**src/core/tpg_pkg.sv**
```systemverilog
// Constants, field positions and carrier types of the three-port GPIO block
package tpg_pkg;

   // ==========================================================
   // Sizes
   localparam int TPG_W     = 8;
   localparam int TPG_NPORT = 3;
   localparam int TPG_NPIN  = 26;

   // ==========================================================
   // APB address layout
   localparam int TPG_CFG_SPACE_BIT = 20;
   localparam int TPG_IOB_LSB       = 2;
   localparam int TPG_IOB_MSB       = 17;

   // ==========================================================
   // Port register offsets within a bank
   localparam logic [1:0] TPG_OFF_DATA  = 2'h0;
   localparam logic [1:0] TPG_OFF_DIR   = 2'h1;
   localparam logic [1:0] TPG_OFF_OTYPE = 2'h2;
   localparam logic [1:0] TPG_OFF_PU    = 2'h3;
   localparam logic [2:0] TPG_OFF_LOCK  = 3'h0;
   localparam logic [2:0] TPG_OFF_POL   = 3'h1;
   localparam logic [2:0] TPG_OFF_ROUTE = 3'h2;

   // ==========================================================
   // Configuration register indexes
   localparam logic [7:0] TPG_IDX_CHIP_CFG1 = 8'h21;
   localparam logic [7:0] TPG_IDX_CHIP_CFG2 = 8'h22;
   localparam logic [7:0] TPG_IDX_CHIP_CFG3 = 8'h26;
   localparam logic [7:0] TPG_IDX_ACTIVATE  = 8'h30;
   localparam logic [7:0] TPG_IDX_FUNC_EN2  = 8'h40;
   localparam logic [7:0] TPG_IDX_PWR_CTL3  = 8'h49;
   localparam logic [7:0] TPG_IDX_PWR_CTL5  = 8'h4B;
   localparam logic [7:0] TPG_IDX_BASE_HI   = 8'h60;
   localparam logic [7:0] TPG_IDX_BASE_LO   = 8'h61;

   // ==========================================================
   // Field positions
   localparam int TPG_BANK_SEL_BIT = 7;
   localparam int TPG_FE2_GPIO_BIT = 7;
   localparam int TPG_ACT_BIT      = 0;
   localparam int TPG_CFG1_EXT_BIT = 4;
   localparam int TPG_CFG1_P3_BIT  = 3;
   localparam int TPG_CFG3_PAR_BIT = 0;
   localparam int TPG_PWR3_G15_BIT = 1;
   localparam int TPG_PWR3_G16_BIT = 0;
   localparam int TPG_PWR3_IR_BIT  = 3;
   localparam int TPG_PWR3_P37_BIT = 4;
   localparam int TPG_PWR5_P33_BIT = 6;
   localparam logic [7:0] TPG_LOCK_MASK = 8'hF0;

   // ==========================================================
   // Reset values
   localparam logic [7:0] TPG_RST_DATA  = 8'hFF;
   localparam logic [7:0] TPG_RST_DIR   = 8'h00;
   localparam logic [7:0] TPG_RST_OTYPE = 8'h00;
   localparam logic [7:0] TPG_RST_PU    = 8'hFF;
   localparam logic [7:0] TPG_RST_CFG   = 8'h00;

   // ==========================================================
   // Carrier types
   typedef struct packed {
      logic [7:0] data;
      logic [7:0] dir;
      logic [7:0] otype;
      logic [7:0] pu;
   } tpg_port_t;

   localparam tpg_port_t TPG_RST_PORT =
      '{TPG_RST_DATA, TPG_RST_DIR, TPG_RST_OTYPE, TPG_RST_PU};

endpackage : tpg_pkg

```
**src/core/tpg_top.sv**
```systemverilog
// Three-port GPIO block with APB register access
`timescale 1ns/1ps
`default_nettype none
module tpg_top
   import tpg_pkg::*;
(
   // Clock and reset
   input  wire logic                i_mclk,
   input  wire logic                i_sys_rst,
   // APB slave
   input  wire logic                i_psel,
   input  wire logic                i_penable,
   input  wire logic                i_pwrite,
   input  wire logic [31:0]         i_paddr,
   input  wire logic [31:0]         i_pwdata,
   output logic      [31:0]         o_prdata,
   output logic                     o_pready,
   output logic                     o_pslverr,
   // Pins
   input  wire logic [TPG_NPIN-1:0] i_gpio_in,
   output logic      [TPG_NPIN-1:0] o_gpio_out,
   output logic      [TPG_NPIN-1:0] o_gpio_oe,
   output logic      [TPG_NPIN-1:0] o_pullup_en,
   output logic      [TPG_NPIN-1:0] o_gpio_sel,
   // Power control paths
   output logic      [2:0]          o_wake_src,
   output logic                     o_power_on_control_out_src
);
   // ==========================================================
   // Pin input synchronisers
   logic [TPG_NPIN-1:0] s1_reg, s2_reg, s3_reg, flt_reg;
   logic [TPG_NPIN-1:0] s1_next, s2_next, s3_next, flt_next;

   always_comb begin
      s1_next  = i_gpio_in;
      s2_next  = s1_reg;
      s3_next  = s2_reg;
      flt_next = (~(s2_reg ^ s3_reg) & s2_reg) | ((s2_reg ^ s3_reg) & flt_reg);
   end

   always_ff @(posedge i_mclk) begin
      if (i_sys_rst) begin
         s1_reg  <= '0;
         s2_reg  <= '0;
         s3_reg  <= '0;
         flt_reg <= '0;
      end else begin
         s1_reg  <= s1_next;
         s2_reg  <= s2_next;
         s3_reg  <= s3_next;
         flt_reg <= flt_next;
      end
   end
   // ==========================================================
   // Register state
   tpg_port_t  port_reg  [TPG_NPORT];
   tpg_port_t  port_next [TPG_NPORT];
   logic [7:0] lock_reg, lock_next;
   logic       pol_reg, pol_next;
   logic       route_reg, route_next;
   logic [7:0] cfg1_reg, cfg2_reg, cfg3_reg, act_reg, fe2_reg;
   logic [7:0] pwr3_reg, pwr5_reg, bhi_reg, blo_reg;
   logic [7:0] cfg1_next, cfg2_next, cfg3_next, act_next, fe2_next;
   logic [7:0] pwr3_next, pwr5_next, bhi_next, blo_next;
   logic [31:0] prdata_reg, prdata_next;
   logic        pready_reg, pready_next;
   logic        pslverr_reg, pslverr_next;
   // ==========================================================
   // Decode
   logic        cfg_sp, port_hit, bank, err, wr_en;
   logic        act12, act3, p_act;
   logic [7:0]  cidx, rd_byte, wb, lmask;
   logic [15:0] iob;
   logic [2:0]  off;
   int          pidx;
   logic [23:0] pin_rd;

   always_comb begin
      pin_rd     = flt_reg[23:0];
      pin_rd[12] = pwr3_reg[TPG_PWR3_IR_BIT] ? flt_reg[12] : flt_reg[24];
      pin_rd[13] = cfg3_reg[TPG_CFG3_PAR_BIT] ? flt_reg[13] : flt_reg[25];
      act12    = act_reg[TPG_ACT_BIT] & fe2_reg[TPG_FE2_GPIO_BIT];
      act3     = act_reg[TPG_ACT_BIT];
      cfg_sp   = i_paddr[TPG_CFG_SPACE_BIT];
      cidx     = i_paddr[9:2];
      iob      = i_paddr[TPG_IOB_MSB:TPG_IOB_LSB];
      off      = iob[2:0];
      bank     = cfg2_reg[TPG_BANK_SEL_BIT];
      port_hit = !cfg_sp && (i_paddr[31:21] == 11'h000) &&
                 (i_paddr[19:18] == 2'h0) &&
                 (iob[15:3] == {bhi_reg, blo_reg[7:3]});
      pidx     = !bank ? (off[2] ? 1 : 0) : 2;
      p_act    = (pidx == 2) ? act3 : act12;
      err      = 1'b0;
      rd_byte  = 8'h00;
      if (cfg_sp) begin
         case (cidx)
            TPG_IDX_CHIP_CFG1: rd_byte = cfg1_reg;
            TPG_IDX_CHIP_CFG2: rd_byte = cfg2_reg;
            TPG_IDX_CHIP_CFG3: rd_byte = cfg3_reg;
            TPG_IDX_ACTIVATE:  rd_byte = act_reg;
            TPG_IDX_FUNC_EN2:  rd_byte = fe2_reg;
            TPG_IDX_PWR_CTL3:  rd_byte = pwr3_reg;
            TPG_IDX_PWR_CTL5:  rd_byte = pwr5_reg;
            TPG_IDX_BASE_HI:   rd_byte = bhi_reg;
            TPG_IDX_BASE_LO:   rd_byte = blo_reg;
            default:           err     = 1'b1;
         endcase
      end else if (port_hit) begin
         if (!bank || off[2]) begin
            if (p_act) begin
               case (off[1:0])
                  TPG_OFF_DATA:  rd_byte = (port_reg[pidx].dir &
                                            port_reg[pidx].data) |
                                           (~port_reg[pidx].dir &
                                            pin_rd[pidx*8 +: 8]);
                  TPG_OFF_DIR:   rd_byte = port_reg[pidx].dir;
                  TPG_OFF_OTYPE: rd_byte = port_reg[pidx].otype;
                  default:       rd_byte = port_reg[pidx].pu;
               endcase
            end
         end else begin
            case (off)
               TPG_OFF_LOCK:  rd_byte = lock_reg & TPG_LOCK_MASK;
               TPG_OFF_POL:   rd_byte = {7'h00, pol_reg};
               TPG_OFF_ROUTE: rd_byte = {7'h00, route_reg};
               default:       err     = 1'b1;
            endcase
            if (!act12) begin
               rd_byte = 8'h00;
            end
         end
      end else begin
         err = 1'b1;
      end
      wr_en = i_psel & i_penable & i_pwrite & pready_reg & !err;
   end
   // ==========================================================
   // Bus answer and register next values
   always_comb begin
      pready_next  = i_psel & i_penable & !pready_reg;
      prdata_next  = pready_next ? {24'h000000, rd_byte} : 32'h00000000;
      pslverr_next = pready_next & err;
      for (int p = 0; p < TPG_NPORT; p++) begin
         port_next[p] = port_reg[p];
      end
      lock_next  = lock_reg;
      pol_next   = pol_reg;
      route_next = route_reg;
      cfg1_next  = cfg1_reg;
      cfg2_next  = cfg2_reg;
      cfg3_next  = cfg3_reg;
      act_next   = act_reg;
      fe2_next   = fe2_reg;
      pwr3_next  = pwr3_reg;
      pwr5_next  = pwr5_reg;
      bhi_next   = bhi_reg;
      blo_next   = blo_reg;
      wb         = i_pwdata[7:0];
      lmask      = (pidx == 0) ? (lock_reg & TPG_LOCK_MASK) : 8'h00;
      if (wr_en && cfg_sp) begin
         case (cidx)
            TPG_IDX_CHIP_CFG1: cfg1_next = wb;
            TPG_IDX_CHIP_CFG2: cfg2_next = wb;
            TPG_IDX_CHIP_CFG3: cfg3_next = wb;
            TPG_IDX_ACTIVATE:  act_next  = wb;
            TPG_IDX_FUNC_EN2:  fe2_next  = wb;
            TPG_IDX_PWR_CTL3:  pwr3_next = wb;
            TPG_IDX_PWR_CTL5:  pwr5_next = wb;
            TPG_IDX_BASE_HI:   bhi_next  = wb;
            default:           blo_next  = wb;
         endcase
      end else if (wr_en && (!bank || off[2]) && p_act) begin
         case (off[1:0])
            TPG_OFF_DATA:  port_next[pidx].data =
                              (port_reg[pidx].data & lmask &
                               port_reg[pidx].dir) |
                              (wb & ~(lmask & port_reg[pidx].dir));
            TPG_OFF_DIR:   port_next[pidx].dir =
                              (port_reg[pidx].dir & lmask) | (wb & ~lmask);
            TPG_OFF_OTYPE: port_next[pidx].otype =
                              (port_reg[pidx].otype & lmask) | (wb & ~lmask);
            default:       port_next[pidx].pu =
                              (port_reg[pidx].pu & lmask) | (wb & ~lmask);
         endcase
      end else if (wr_en && act12) begin
         case (off)
            TPG_OFF_LOCK:  lock_next  = lock_reg | (wb & TPG_LOCK_MASK);
            TPG_OFF_POL:   pol_next   = wb[0];
            default:       route_next = wb[0];
         endcase
      end
   end

   always_ff @(posedge i_mclk) begin
      if (i_sys_rst) begin
         for (int p = 0; p < TPG_NPORT; p++) begin
            port_reg[p] <= TPG_RST_PORT;
         end
         lock_reg    <= TPG_RST_CFG;
         pol_reg     <= 1'b0;
         route_reg   <= 1'b0;
         cfg1_reg    <= TPG_RST_CFG;
         cfg2_reg    <= TPG_RST_CFG;
         cfg3_reg    <= TPG_RST_CFG;
         act_reg     <= TPG_RST_CFG;
         fe2_reg     <= TPG_RST_CFG;
         pwr3_reg    <= TPG_RST_CFG;
         pwr5_reg    <= TPG_RST_CFG;
         bhi_reg     <= TPG_RST_CFG;
         blo_reg     <= TPG_RST_CFG;
         prdata_reg  <= 32'h00000000;
         pready_reg  <= 1'b0;
         pslverr_reg <= 1'b0;
      end else begin
         for (int p = 0; p < TPG_NPORT; p++) begin
            port_reg[p] <= port_next[p];
         end
         lock_reg    <= lock_next;
         pol_reg     <= pol_next;
         route_reg   <= route_next;
         cfg1_reg    <= cfg1_next;
         cfg2_reg    <= cfg2_next;
         cfg3_reg    <= cfg3_next;
         act_reg     <= act_next;
         fe2_reg     <= fe2_next;
         pwr3_reg    <= pwr3_next;
         pwr5_reg    <= pwr5_next;
         bhi_reg     <= bhi_next;
         blo_reg     <= blo_next;
         prdata_reg  <= prdata_next;
         pready_reg  <= pready_next;
         pslverr_reg <= pslverr_next;
      end
   end
   // ==========================================================
   // Pin drive
   logic [TPG_NPIN-1:0] out_reg, oe_reg, pue_reg, sel_reg;
   logic [TPG_NPIN-1:0] out_next, oe_next, pue_next, sel_next;
   logic [2:0]          wake_reg, wake_next;
   logic                power_on_control_out_reg, power_on_control_out_next;
   logic [TPG_NPIN-1:0] d_v, dir_v, ot_v, pu_v, act_v;
   logic                route_on, g10_act;

   always_comb begin
      for (int i = 0; i < 24; i++) begin
         d_v[i]   = port_reg[i/8].data[i%8];
         dir_v[i] = port_reg[i/8].dir[i%8];
         ot_v[i]  = port_reg[i/8].otype[i%8];
         pu_v[i]  = port_reg[i/8].pu[i%8];
         act_v[i] = (i < 16) ? act12 : act3;
      end
      d_v[25:24]   = d_v[13:12];
      dir_v[25:24] = dir_v[13:12];
      ot_v[25:24]  = ot_v[13:12];
      pu_v[25:24]  = pu_v[13:12];
      act_v[25:24] = {act12, act12};
      route_on = route_reg & ~port_reg[0].data[1];
      g10_act  = pol_reg ? flt_reg[0] : ~flt_reg[0];
      if (route_on) begin
         d_v[1] = g10_act;
      end
      sel_next     = '1;
      sel_next[5]  = pwr3_reg[TPG_PWR3_G15_BIT];
      sel_next[6]  = pwr3_reg[TPG_PWR3_G16_BIT];
      sel_next[12] = pwr3_reg[TPG_PWR3_IR_BIT];
      sel_next[24] = cfg1_reg[TPG_CFG1_EXT_BIT];
      sel_next[13] = cfg3_reg[TPG_CFG3_PAR_BIT];
      sel_next[25] = cfg1_reg[TPG_CFG1_EXT_BIT];
      for (int i = 16; i < 24; i++) begin
         sel_next[i] = cfg1_reg[TPG_CFG1_P3_BIT];
      end
      sel_next[19] = pwr5_reg[TPG_PWR5_P33_BIT];
      sel_next[23] = pwr3_reg[TPG_PWR3_P37_BIT];
      out_next = ot_v & d_v;
      oe_next  = act_v & sel_next & dir_v & (ot_v | ~d_v);
      pue_next = act_v & sel_next & pu_v;
      wake_next = {flt_reg[3] & ~dir_v[3], flt_reg[2] & ~dir_v[2],
                   flt_reg[0] & ~dir_v[0]} & {3{act12}};
      power_on_control_out_next = flt_reg[0] & ~dir_v[0] & act12;
   end

   always_ff @(posedge i_mclk) begin
      if (i_sys_rst) begin
         out_reg   <= '0;
         oe_reg    <= '0;
         pue_reg   <= '0;
         sel_reg   <= '0;
         wake_reg  <= 3'h0;
         power_on_control_out_reg <= 1'b0;
      end else begin
         out_reg   <= out_next;
         oe_reg    <= oe_next;
         pue_reg   <= pue_next;
         sel_reg   <= sel_next;
         wake_reg  <= wake_next;
         power_on_control_out_reg <= power_on_control_out_next;
      end
   end
   assign o_prdata    = prdata_reg;
   assign o_pready    = pready_reg;
   assign o_pslverr   = pslverr_reg;
   assign o_gpio_out  = out_reg;
   assign o_gpio_oe   = oe_reg;
   assign o_pullup_en = pue_reg;
   assign o_gpio_sel  = sel_reg;
   assign o_wake_src  = wake_reg;
   assign o_power_on_control_out_src = power_on_control_out_reg;
   // ==========================================================
   // Checks
   a_pready_pulse: assert property (@(posedge i_mclk) disable iff (i_sys_rst)
      (i_psel && i_penable && !o_pready) |=> o_pready ##1 !o_pready)
      else $error("pready not a single pulse");
   a_lock_sticky: assert property (@(posedge i_mclk) disable iff (i_sys_rst)
      ($past(lock_reg) & ~lock_reg) == 8'h00)
      else $error("lock bit cleared");
   a_lock_freeze: assert property (@(posedge i_mclk) disable iff (i_sys_rst)
      lock_reg[7] |=> port_reg[0].otype[7] == $past(port_reg[0].otype[7]) &&
                      port_reg[0].pu[7] == $past(port_reg[0].pu[7]))
      else $error("locked setting changed");
   a_reset_latch: assert property (@(posedge i_mclk)
      i_sys_rst |=> port_reg[0].data == 8'hFF && port_reg[2].data == 8'hFF)
      else $error("latch not FFh after reset");
   a_inactive_quiet: assert property (@(posedge i_mclk) disable iff (i_sys_rst)
      !act12 [*2] |-> o_gpio_oe[15:0] == 16'h0000 && o_pullup_en[15:0] == 16'h0000)
      else $error("inactive port drives pins");
   a_push_pull: assert property (@(posedge i_mclk) disable iff (i_sys_rst)
      (act12 && port_reg[0].dir[0] && port_reg[0].otype[0]) |=>
      o_gpio_oe[0] && o_gpio_out[0] == $past(port_reg[0].data[0]))
      else $error("push-pull bit not driven");
   a_open_drain: assert property (@(posedge i_mclk) disable iff (i_sys_rst)
      (act12 && port_reg[0].dir[0] && !port_reg[0].otype[0] &&
       port_reg[0].data[0]) |=> !o_gpio_oe[0])
      else $error("open-drain high bit driven");
   a_route_low: assert property (@(posedge i_mclk) disable iff (i_sys_rst)
      (act12 && route_on && port_reg[0].dir[1] && !g10_act) |=>
      o_gpio_oe[1] && !o_gpio_out[1])
      else $error("routed pin not driven low");
   a_read_latch: assert property (@(posedge i_mclk) disable iff (i_sys_rst)
      (pready_next && !i_pwrite && port_hit && !bank && off == 3'h0 &&
       act12 && port_reg[0].dir == 8'hFF) |=>
      o_prdata[7:0] == $past(port_reg[0].data))
      else $error("output read not from latch");
endmodule : tpg_top
`default_nettype wire

```
**config.mk**
```make
export PLATFORM = sky130hd
export DESIGN_NAME = tpg_top
export DESIGN_NICKNAME = d
export VERILOG_FILES = /design/src/core/tpg_pkg.sv /design/src/core/tpg_top.sv
export SDC_FILE = /design/constraint.sdc
export NUM_CORES = 1
export LEC_CHECK = 0
export ABC_AREA = 1
export BUFFER_PORTS_ARGS = -buffer_cell sky130_fd_sc_hd__buf_2
export CORE_MARGIN = 5
export CORE_UTILIZATION = 55
export DETAILED_ROUTE_END_ITERATION = 10
export PLACE_DENSITY = 0.84
export SLEW_MARGIN = 20
export SYNTH_ARGS = -nofsm -noshare
export SYNTH_HDL_FRONTEND = slang
export SYNTH_SLANG_ARGS = --single-unit
```
**constraint.sdc**
```tcl
create_clock -name i_mclk -period 2.5 [get_ports i_mclk]
set_clock_uncertainty 0.1 [all_clocks]
set_input_delay 0.125 -clock i_mclk [delete_from_list [all_inputs] [get_ports i_mclk]]
set_output_delay 0.125 -clock i_mclk [all_outputs]
set_load 0.05 [all_outputs]
```
---- Word level (Yosys, flattened, before mapping) ----
Memories as Yosys holds them, arrays and structs flattened.
Cells that the tools add are included.
storage, ports and cells
  memories kept ........................... 1
  memory bits (writable) .................. 96
  input port bits ......................... 95
  register bits after elaboration ......... 327
memories
  memory    depth  width  rd ports  clocked after memory_dff  write ports  line           text
  port_reg  3      32     4         0                         3            tpg_top.sv:56  tpg_port_t port_reg [TPG_NPORT];
cells by class
  equality and inequality tests ........... 15
  bitwise logic cells ..................... 57
  multiplexer cells ....................... 43
  order comparisons ....................... 2
  reductions and logical operators ........ 35
  shifts and indexed selects .............. 1
operators with widths
  kind                                                                            count
  96-bit bitwise mux                                                              4
  96-bit one-hot mux with 3 select lines                                          1
  32-bit demux with 2-bit select                                                  4
  96-bit 2-to-1 mux                                                               2
  26-bit AND                                                                      7
  32-bit 2-to-1 mux                                                               4
  8-bit AND                                                                       9
  8-bit one-hot mux with 9 select lines                                           1
  8-bit 2-to-1 mux                                                                7
  26-bit inverter                                                                 2
  26-bit OR                                                                       2
  8-bit OR                                                                        6
  8-bit one-hot mux with 3 select lines                                           2
  8-bit by 7-bit equality test with 1-bit output (second input constant)          5
  8-bit by 6-bit equality test with 1-bit output (second input constant)          4
  32-bit by 3-bit >= comparator with 1-bit output (second input constant)         1
  32-bit zero test                                                                1
  32-bit by 1-bit less-than comparator with 1-bit output (second input constant)  1
  16-bit 2-to-1 mux                                                               2
  2-bit inverter with 32-bit output                                               1
  26-bit bitwise XOR                                                              1
  24-bit 2-to-1 mux                                                               1
  8-bit inverter                                                                  3
  24-bit by 6-bit variable part select with 8-bit output                          1
  23 further kinds                                                                81

---- Longest topological paths before layout ----
Gate-level depths: netlist of the first run.
  depth in word-level cells ............... 13
  depth in mapped cells ................... 16
  gate-level depth less buffers ........... 14

---- Worst setup path before layout of the first run ----
Ideal clock, no wire load.
  path type ............................... flip-flop to flip-flop
  start ................................... register pready_reg (netlist: o_pready)
  end ..................................... register (tool-made name)
  data arrival time ....................... 1.819 ns
  buffers on the path ..................... 0
  clock period less this slack ............ 2.032 ns
  cell stages (with the launch flop) ...... 8
  setup slack ............................. 0.468 ns
  path through ............................ dfxtp_1 -> nand2_1 -> nor2_1 -> nand3_2 -> nor2_1 -> nand3_1 -> nand2_1 -> nor2_1
RTL lines
  element                 line            text
  start, declared         tpg_top.sv:66   logic pready_reg, pready_next;
  start signal, assigned  tpg_top.sv:232  pready_reg <= pready_next;

---- Worst setup path in the final report of the first run ----
  start ................................... register bhi_reg[4]
  end ..................................... register cfg3_reg[3]
between the ends
  word-level cells in the longest chain between the ends .. 8
RTL lines
  element                               line            text
  start, declared                       tpg_top.sv:62   logic [7:0] pwr3_reg, pwr5_reg, bhi_reg, blo_reg;
  start signal, assigned                tpg_top.sv:229  bhi_reg <= bhi_next;
  13-bit equality test                  tpg_top.sv:91   (iob[15:3] == {bhi_reg, blo_reg[7:3]});
  1-bit logical AND                     tpg_top.sv:90   (i_paddr[19:18] == 2'h0) &&
  1-bit 2-to-1 mux                      tpg_top.sv:109  end else if (port_hit) begin
  1-bit 2-to-1 mux                      tpg_top.sv:96   if (cfg_sp) begin
  1-bit zero test                       tpg_top.sv:136  wr_en = i_psel & i_penable & i_pwrite & pready_reg & !err;
  1-bit AND                             tpg_top.sv:136
  1-bit logical AND                     tpg_top.sv:161  if (wr_en && cfg_sp) begin
  2-bit AND reduction (no source line)  --
  end signal, assigned                  tpg_top.sv:224  cfg3_reg <= cfg3_next;
  end, declared                         tpg_top.sv:61   logic [7:0] cfg1_reg, cfg2_reg, cfg3_reg, act_reg, fe2_reg;
Every way passes these cells.
A chain may end at the register's enable or synchronous reset.

==> impl_metrics.tcl, run 1 <==
set metrics [dict create \
    cts.sink_count 376 \
    crit_fanout 36 \
    startpoint_type "register" \
    yosys_register_bits 376 \
    hpwl_um 32150 \
    setup-tns-final_ns 0 \
    run_status "complete, no violations" \
    timing.critical_path.mode_cell "nand2_1" \
    dieWidth_um 178.9 \
    post_drt_wl_per_cell_um 17.56 \
    drv_cap 0 \
    path_clk_slew_ns 0.07 \
    slew_headroom_pct 43.09 \
    fp.dieH_um 178.9 \
    seq_area_frac_synth_pct 47.96 \
    grt_usage_pct 28.85 \
    static-leakage-power_nw 8.068 \
    final_nets 2424 \
    synthFlopType "dfxtp_1" \
    final_common_cell "dfxtp_1" \
    antenna_cells 0 \
    clockRootBuffer "clkbuf_16" \
    fmax_ghz 0.4231 \
    yosys_warnings 0 \
    min_path_type "in -> reg" \
    grt_max_degree 177 \
    start_util_pct 56.03 \
    critPathCaptureType "register" \
    cp_num_buf_inv 3 \
    grt_pass1_vias 14210 \
    rows 61 \
    gp_congestion 0.9591 \
    finalCriticalPeriod_ns 2.364 \
    postRouteAntennaNets 0 \
    synthToLayoutAreaGrowth_pct 18.74 \
    synthCells 2146 \
    post-route-period-util_pct 94.55 \
    cts_buffer_depth 3 \
    cp_data_required_time_ns 2.85 \
    vias 15470 \
    timing_hold_violations_final 0 \
    async_flop_share_pct 0 \
    layout-drive-gt1-share_pct 14.59 \
    regArea_um2 7527 \
    peakVddDrop_mv 0.5368 \
    drv_slew 0 \
    routed_wl_um 48030 \
    htreeDepth 2 \
    power_frac_comb_pct 6.3 \
    core_um2 28010 \
    ys_types 40 \
    antenna_found_initial 0 \
    critical_path_class "reg -> reg" \
    internal-power_w 0.009787 \
    io_buffers 186 \
    ioPinCount 237 \
    grt_pass1_wl_um 73900 \
    firstDrtPassIters 7 \
    p_total_w 0.01280 \
    fillers 2356 \
    layout_common_cells "dfxtp_1, nand2_1, nor2_1, inv_1, buf_2" \
    path_delay_family "simple AND/OR/NAND/NOR gates" \
    crit_path_cell_trace "inv_1, nand2_1, o21ai_0, nor2_1, nand2_1, nor2_1, nand4_1, nand2_4, nand2_1, nor2_4, buf_4, clkbuf_16, nand3_1, a21oi_1" \
    cp_slowest_cell "dfxtp_1" \
    finalSetupViolations 0 \
    power_density_nw_per_um2 686.8 \
    dieArea_um2 32010 \
    slowest_delay_ns 0.36 \
    dr.first_iter.drc_count 2072 \
    clk_latency_ns 0.53 \
    tightestPinTransition_ns 0.8536 \
    cts_tree "built" \
    sw_frac_of_total_pct 23.53 \
    viasPerCell 5.657 \
    netlist_area_um2 15690 \
    cp.arrival_ns 2.71 \
    drc 0 \
    avgSynthCellArea_um2 7.313 \
    pwr-share-clk_pct 46.3 \
    multi_input_area_um2 6484 \
    grt-ovfl-total 0 \
    power_switching_w 0.003012 \
    seq_power_share_pct 47.4 \
    synth_edf_count 0 \
    cts_buffers 38 \
]
[worst paths after layout]
path	startpoint	end	slack, ns	depth (start not counted)
worst min-delay path	i_pwdata[0]	blo_reg[0]$_SDFFE_PP0P_	0.07	3
worst max register to register	bhi_reg[4]$_SDFFE_PP0P_	cfg3_reg[3]$_SDFFE_PP0P_	0.14	14
worst min register to register	s1_reg[6]$_SDFF_PP0_	s2_reg[6]$_SDFF_PP0_	0.30	2
worst max-delay path	bhi_reg[4]$_SDFFE_PP0P_	cfg3_reg[3]$_SDFFE_PP0P_	0.14	14
[power groups by stage]
stage,Combinational (W),Clock (W),Sequential [W]
6_report,0.000808,0.00592,0.00607
2_1_floorplan,0.000515,0,0.00620
3_3_place_gp,0.000727,0,0.00620
5_1_grt,0.000864,0.00624,0.00607
4_1_cts,0.000783,0.00598,0.00607
3_5_place_dp,0.000735,0,0.00620
[cells by family (layout without fill, tap and decap cells)]
family	count (synthesis)	after routing	share of synthesized area, %
AO/OA/AOI/OAI	447	447	16.22
flip-flops	376	376	47.96
XOR/XNOR	2	2	0.1116
buffers and inverters	416	604	11.42
AND/OR/NAND/NOR	904	904	24.26
other	1	24	0.02389
[what timing repair did]
action,CTS,global route
endpoints found under the setup margin,0,103
hold buffers,37,0
hold endpoints to repair,90,0
resized for setup,0,11
buffers inserted,0,5
[cells in the mapped netlist (37+ instances only)]
master | instances | area, um^2
inv_1 | 241 | 904.6
a21oi_1 | 182 | 910.9
nand2_1 | 343 | 1287
nand3_1 | 137 | 685.7
o211ai_1 | 37 | 277.8
clkbuf_1 | 84 | 315.3
nor2_1 | 324 | 1216
o22ai_1 | 38 | 237.7
o21ai_0 | 130 | 650.6
buf_4 | 53 | 397.9
nor3_1 | 37 | 185.2
dfxtp_1 | 376 | 7527
[final cells by class]
| type | instances | share of cell area (%) |
|---|---|---|
| Clock inverter | 21 | 1.591 |
| Timing Repair Buffer | 283 | 10.16 |
| Tap cell | 378 | 2.538 |
| Sequential cell | 376 | 40.39 |
| Multi-Input combinational cell | 1377 | 34.79 |
| Clock buffer | 47 | 5.391 |
| Inverter | 253 | 5.136 |
[layer usage]
layer  global-route usage [%]  part of all wire [%]  vias up
met5                        0                     0        -
met4                    11.96                   4.4        0
met3                    5.652                    12      157
met2                    46.09                    44      992
met1                    38.38                    40     7013
li1                         -                     -     7310
[through the flow]
stage	setup slack, ns	instances	area (um^2)	util [%]	hold slack [ns]
6_report	0.1363	2735	18640	66.53	0.06958
5_1_grt	-0.001118	2735	18640	66.53	0.04836
4_1_cts	0.02912	2728	18520	66.10	0.03440
3_5_place_dp	0.01819	2623	16840	60.13	0.2324
3_3_place_gp	0.1204	2623	16840	60.13	0.2310
2_1_floorplan	0.4682	2169	15780	-	0.1320
[tightest hold or removal path, stage by stage]
cell and delay, ns:
buf_2 0.28, nand3_1 0.17, a21oi_1 0.06
Power figures use the tool's default switching activity.
==> run 2, diff against run 1 <==
--- a/config.mk
+++ b/config.mk
@@ -8,9 +8,9 @@
 export ABC_AREA = 1
 export BUFFER_PORTS_ARGS = -buffer_cell sky130_fd_sc_hd__buf_2
 export CORE_MARGIN = 5
-export CORE_UTILIZATION = 55
+export CORE_UTILIZATION = 57
 export DETAILED_ROUTE_END_ITERATION = 10
-export PLACE_DENSITY = 0.84
+export PLACE_DENSITY = 0.87
 export SLEW_MARGIN = 20
 export SYNTH_ARGS = -nofsm -noshare
 export SYNTH_HDL_FRONTEND = slang
==> impl_metrics.tcl, run 2 (same netlist as run 1, synthesis figures left out) <==
set metrics [dict create \
    run_status "complete, no violations" \
    antenna_found_initial 1 \
    final_common_cell "dfxtp_1" \
    fp.dieH_um 175.9 \
    power_frac_comb_pct 6.4 \
    path_clk_slew_ns 0.07 \
    dieArea_um2 30950 \
    slowest_delay_ns 0.35 \
    slew_headroom_pct 54.68 \
    wl_met1_um 19230 \
    post-route-period-util_pct 93.28 \
    wl_met3_um 6125 \
    final_nets 2431 \
    rsz0062_at_grt "no" \
    pwr-share-clk_pct 46.4 \
    synthToLayoutAreaGrowth_pct 18.90 \
    cts_buffers 37 \
    cp_num_buf_inv 2 \
    core_um2 27030 \
    cts_tree "built" \
    timing.rr.end "cfg3_reg[6]$_SDFFE_PP0P_" \
    path_delay_family "simple AND/OR/NAND/NOR gates" \
    setup-tns-final_ns 0 \
    viasPerCell 5.843 \
    drc 0 \
    hold_start "i_pwdata[0]" \
    postRouteAntennaNets 0 \
    cts.sink_count 376 \
    tightestPinTransition_ns 0.6782 \
    hold-path-cell-count 3 \
    grt_pass1_vias 14810 \
    grt_max_degree 91 \
    p_total_w 0.01286 \
    io_buffers 186 \
    critical_path_class "reg -> reg" \
    critPathCaptureType "register" \
    dr.first_iter.drc_count 2132 \
    worstHoldEndpoint "pol_reg$_SDFFE_PP0P_" \
    gp_congestion 0.9450 \
    layout_common_cells "dfxtp_1, nand2_1, nor2_1, inv_1, buf_2" \
    layout-drive-gt1-share_pct 14.85 \
    crit_fanout 21 \
    min_path_type "in -> reg" \
    cts_buffer_depth 3 \
    drv_cap 0 \
    cp.arrival_ns 2.61 \
    grt-ovfl-total 0 \
    firstDrtPassIters 8 \
    drv_slew 0 \
    cp_data_required_time_ns 2.78 \
    dieWidth_um 175.9 \
    vias 15810 \
    ff2ff_setup_slack_ns 0.17 \
    sw_frac_of_total_pct 23.07 \
    startpoint_type "register" \
    power_switching_w 0.002966 \
    timing_hold_violations_final 0 \
    static-leakage-power_nw 8.155 \
    peakVddDrop_mv 0.5689 \
    r2r_cells 14 \
    clockRootBuffer "clkbuf_16" \
    placedCellCount 2597 \
    finalSetupViolations 0 \
    ioPinCount 237 \
    finalCriticalPeriod_ns 2.332 \
    fin_cells 2705 \
    timing.critical_path.mode_cell "nand2_1" \
    grt_pass1_wl_um 78470 \
    start_util_pct 58.07 \
    internal-power_w 0.009893 \
    wl_met2_um 22820 \
    power_density_nw_per_um2 689.1 \
    top_layer "met4" \
    rr_startpoint "bhi_reg[0]$_SDFFE_PP0P_" \
    post_drt_wl_per_cell_um 18.62 \
    fmax_ghz 0.4288 \
    clk_latency_ns 0.53 \
    crit_path_cell_trace "inv_1, nand2_1, o21ai_0, nor2_1, nand2_1, nor2_1, nand4_1, nand2_4, nand2_1, nor2_4, buf_12, nand2_2, nand2_1, a21oi_1" \
    rows 60 \
    cp_slowest_cell "dfxtp_1" \
    htreeDepth 2 \
    routed_wl_um 50370 \
    seq_power_share_pct 47.2 \
    hpwl_um 33370 \
    grt_usage_pct 31.28 \
]
==> run 2: through the flow <==
step	hold WS, ns	utilization (%)	instance area (um^2)	setup slack (ns)
2_1_floorplan	0.1320	-	15780	0.4682
3_3_place_gp	0.2248	62.55	16910	0.1858
3_5_place_dp	0.2307	62.55	16910	0.1126
4_1_cts	0.003078	68.76	18580	0.1570
5_1_grt	0.03957	69.05	18660	0.001628
6_report	0.06068	69.05	18660	0.1679
==> run 2: repair_timing <==
action / in CTS / in global routing
setup buffers: 0 / 4
hold endpoints to repair: 101 / 0
hold buffers: 35 / 0
endpoints found under the setup margin: 0 / 82
resized for setup: 0 / 4
==> run 2: power groups by stage <==
stage	Combinational, W	Clock, W	Sequential (W)
finish	0.000818	0.00597	0.00607
detailed placement	0.000742	0	0.00620
global placement	0.000733	0	0.00620
floorplan	0.000515	0	0.00620
CTS	0.000790	0.00603	0.00607
global route	0.000872	0.00629	0.00607
==> run 2: final cells by class <==
type,count,area (um^2)
Clock buffer,54,1152
Antenna cell,1,2.502
Sequential cell,376,7527
Tap cell,341,426.7
Timing Repair Buffer,290,1939
Fill cell,2160,8366
Clock inverter,12,175.2
Inverter,253,954.7
Multi-Input combinational cell,1378,6482
==> run 2: metal layers <==
metal / vias up / track usage (%)
li1: 7329 / -
met5: - / 0
met3: 178 / 7.216
met4: 0 / 12.44
met2: 1105 / 50.84
met1: 7194 / 40.58
==> run 2: worst reg2reg max path, delay by kind of cell (launching register included) <==
| kind | cells | cell delay [ns] |
|---|---|---|
| AO/OA/AOI/OAI | 2 | 0.14 |
| buffers and inverters | 2 | 0.27 |
| flip-flops | 1 | 0.35 |
| AND/OR/NAND/NOR | 10 | 1.32 |
==> run 2: worst max path at each step <==
stage / end / depth (start not counted) / slack [ns] / from
2_1_floorplan: register / 7 / 0.47 / o_pready$_SDFF_PP0_
3_3_place_gp: cfg2_reg[5]$_SDFFE_PP0P_ / 14 / 0.19 / bhi_reg[4]$_SDFFE_PP0P_
3_5_place_dp: act_reg[2]$_SDFFE_PP0P_ / 16 / 0.11 / i_paddr[7]
4_1_cts: fe2_reg[4]$_SDFFE_PP0P_ / 14 / 0.16 / bhi_reg[4]$_SDFFE_PP0P_
5_1_grt: act_reg[2]$_SDFFE_PP0P_ / 14 / 0.002 / blo_reg[6]$_SDFFE_PP0P_
6_report: cfg3_reg[6]$_SDFFE_PP0P_ / 14 / 0.17 / bhi_reg[0]$_SDFFE_PP0P_
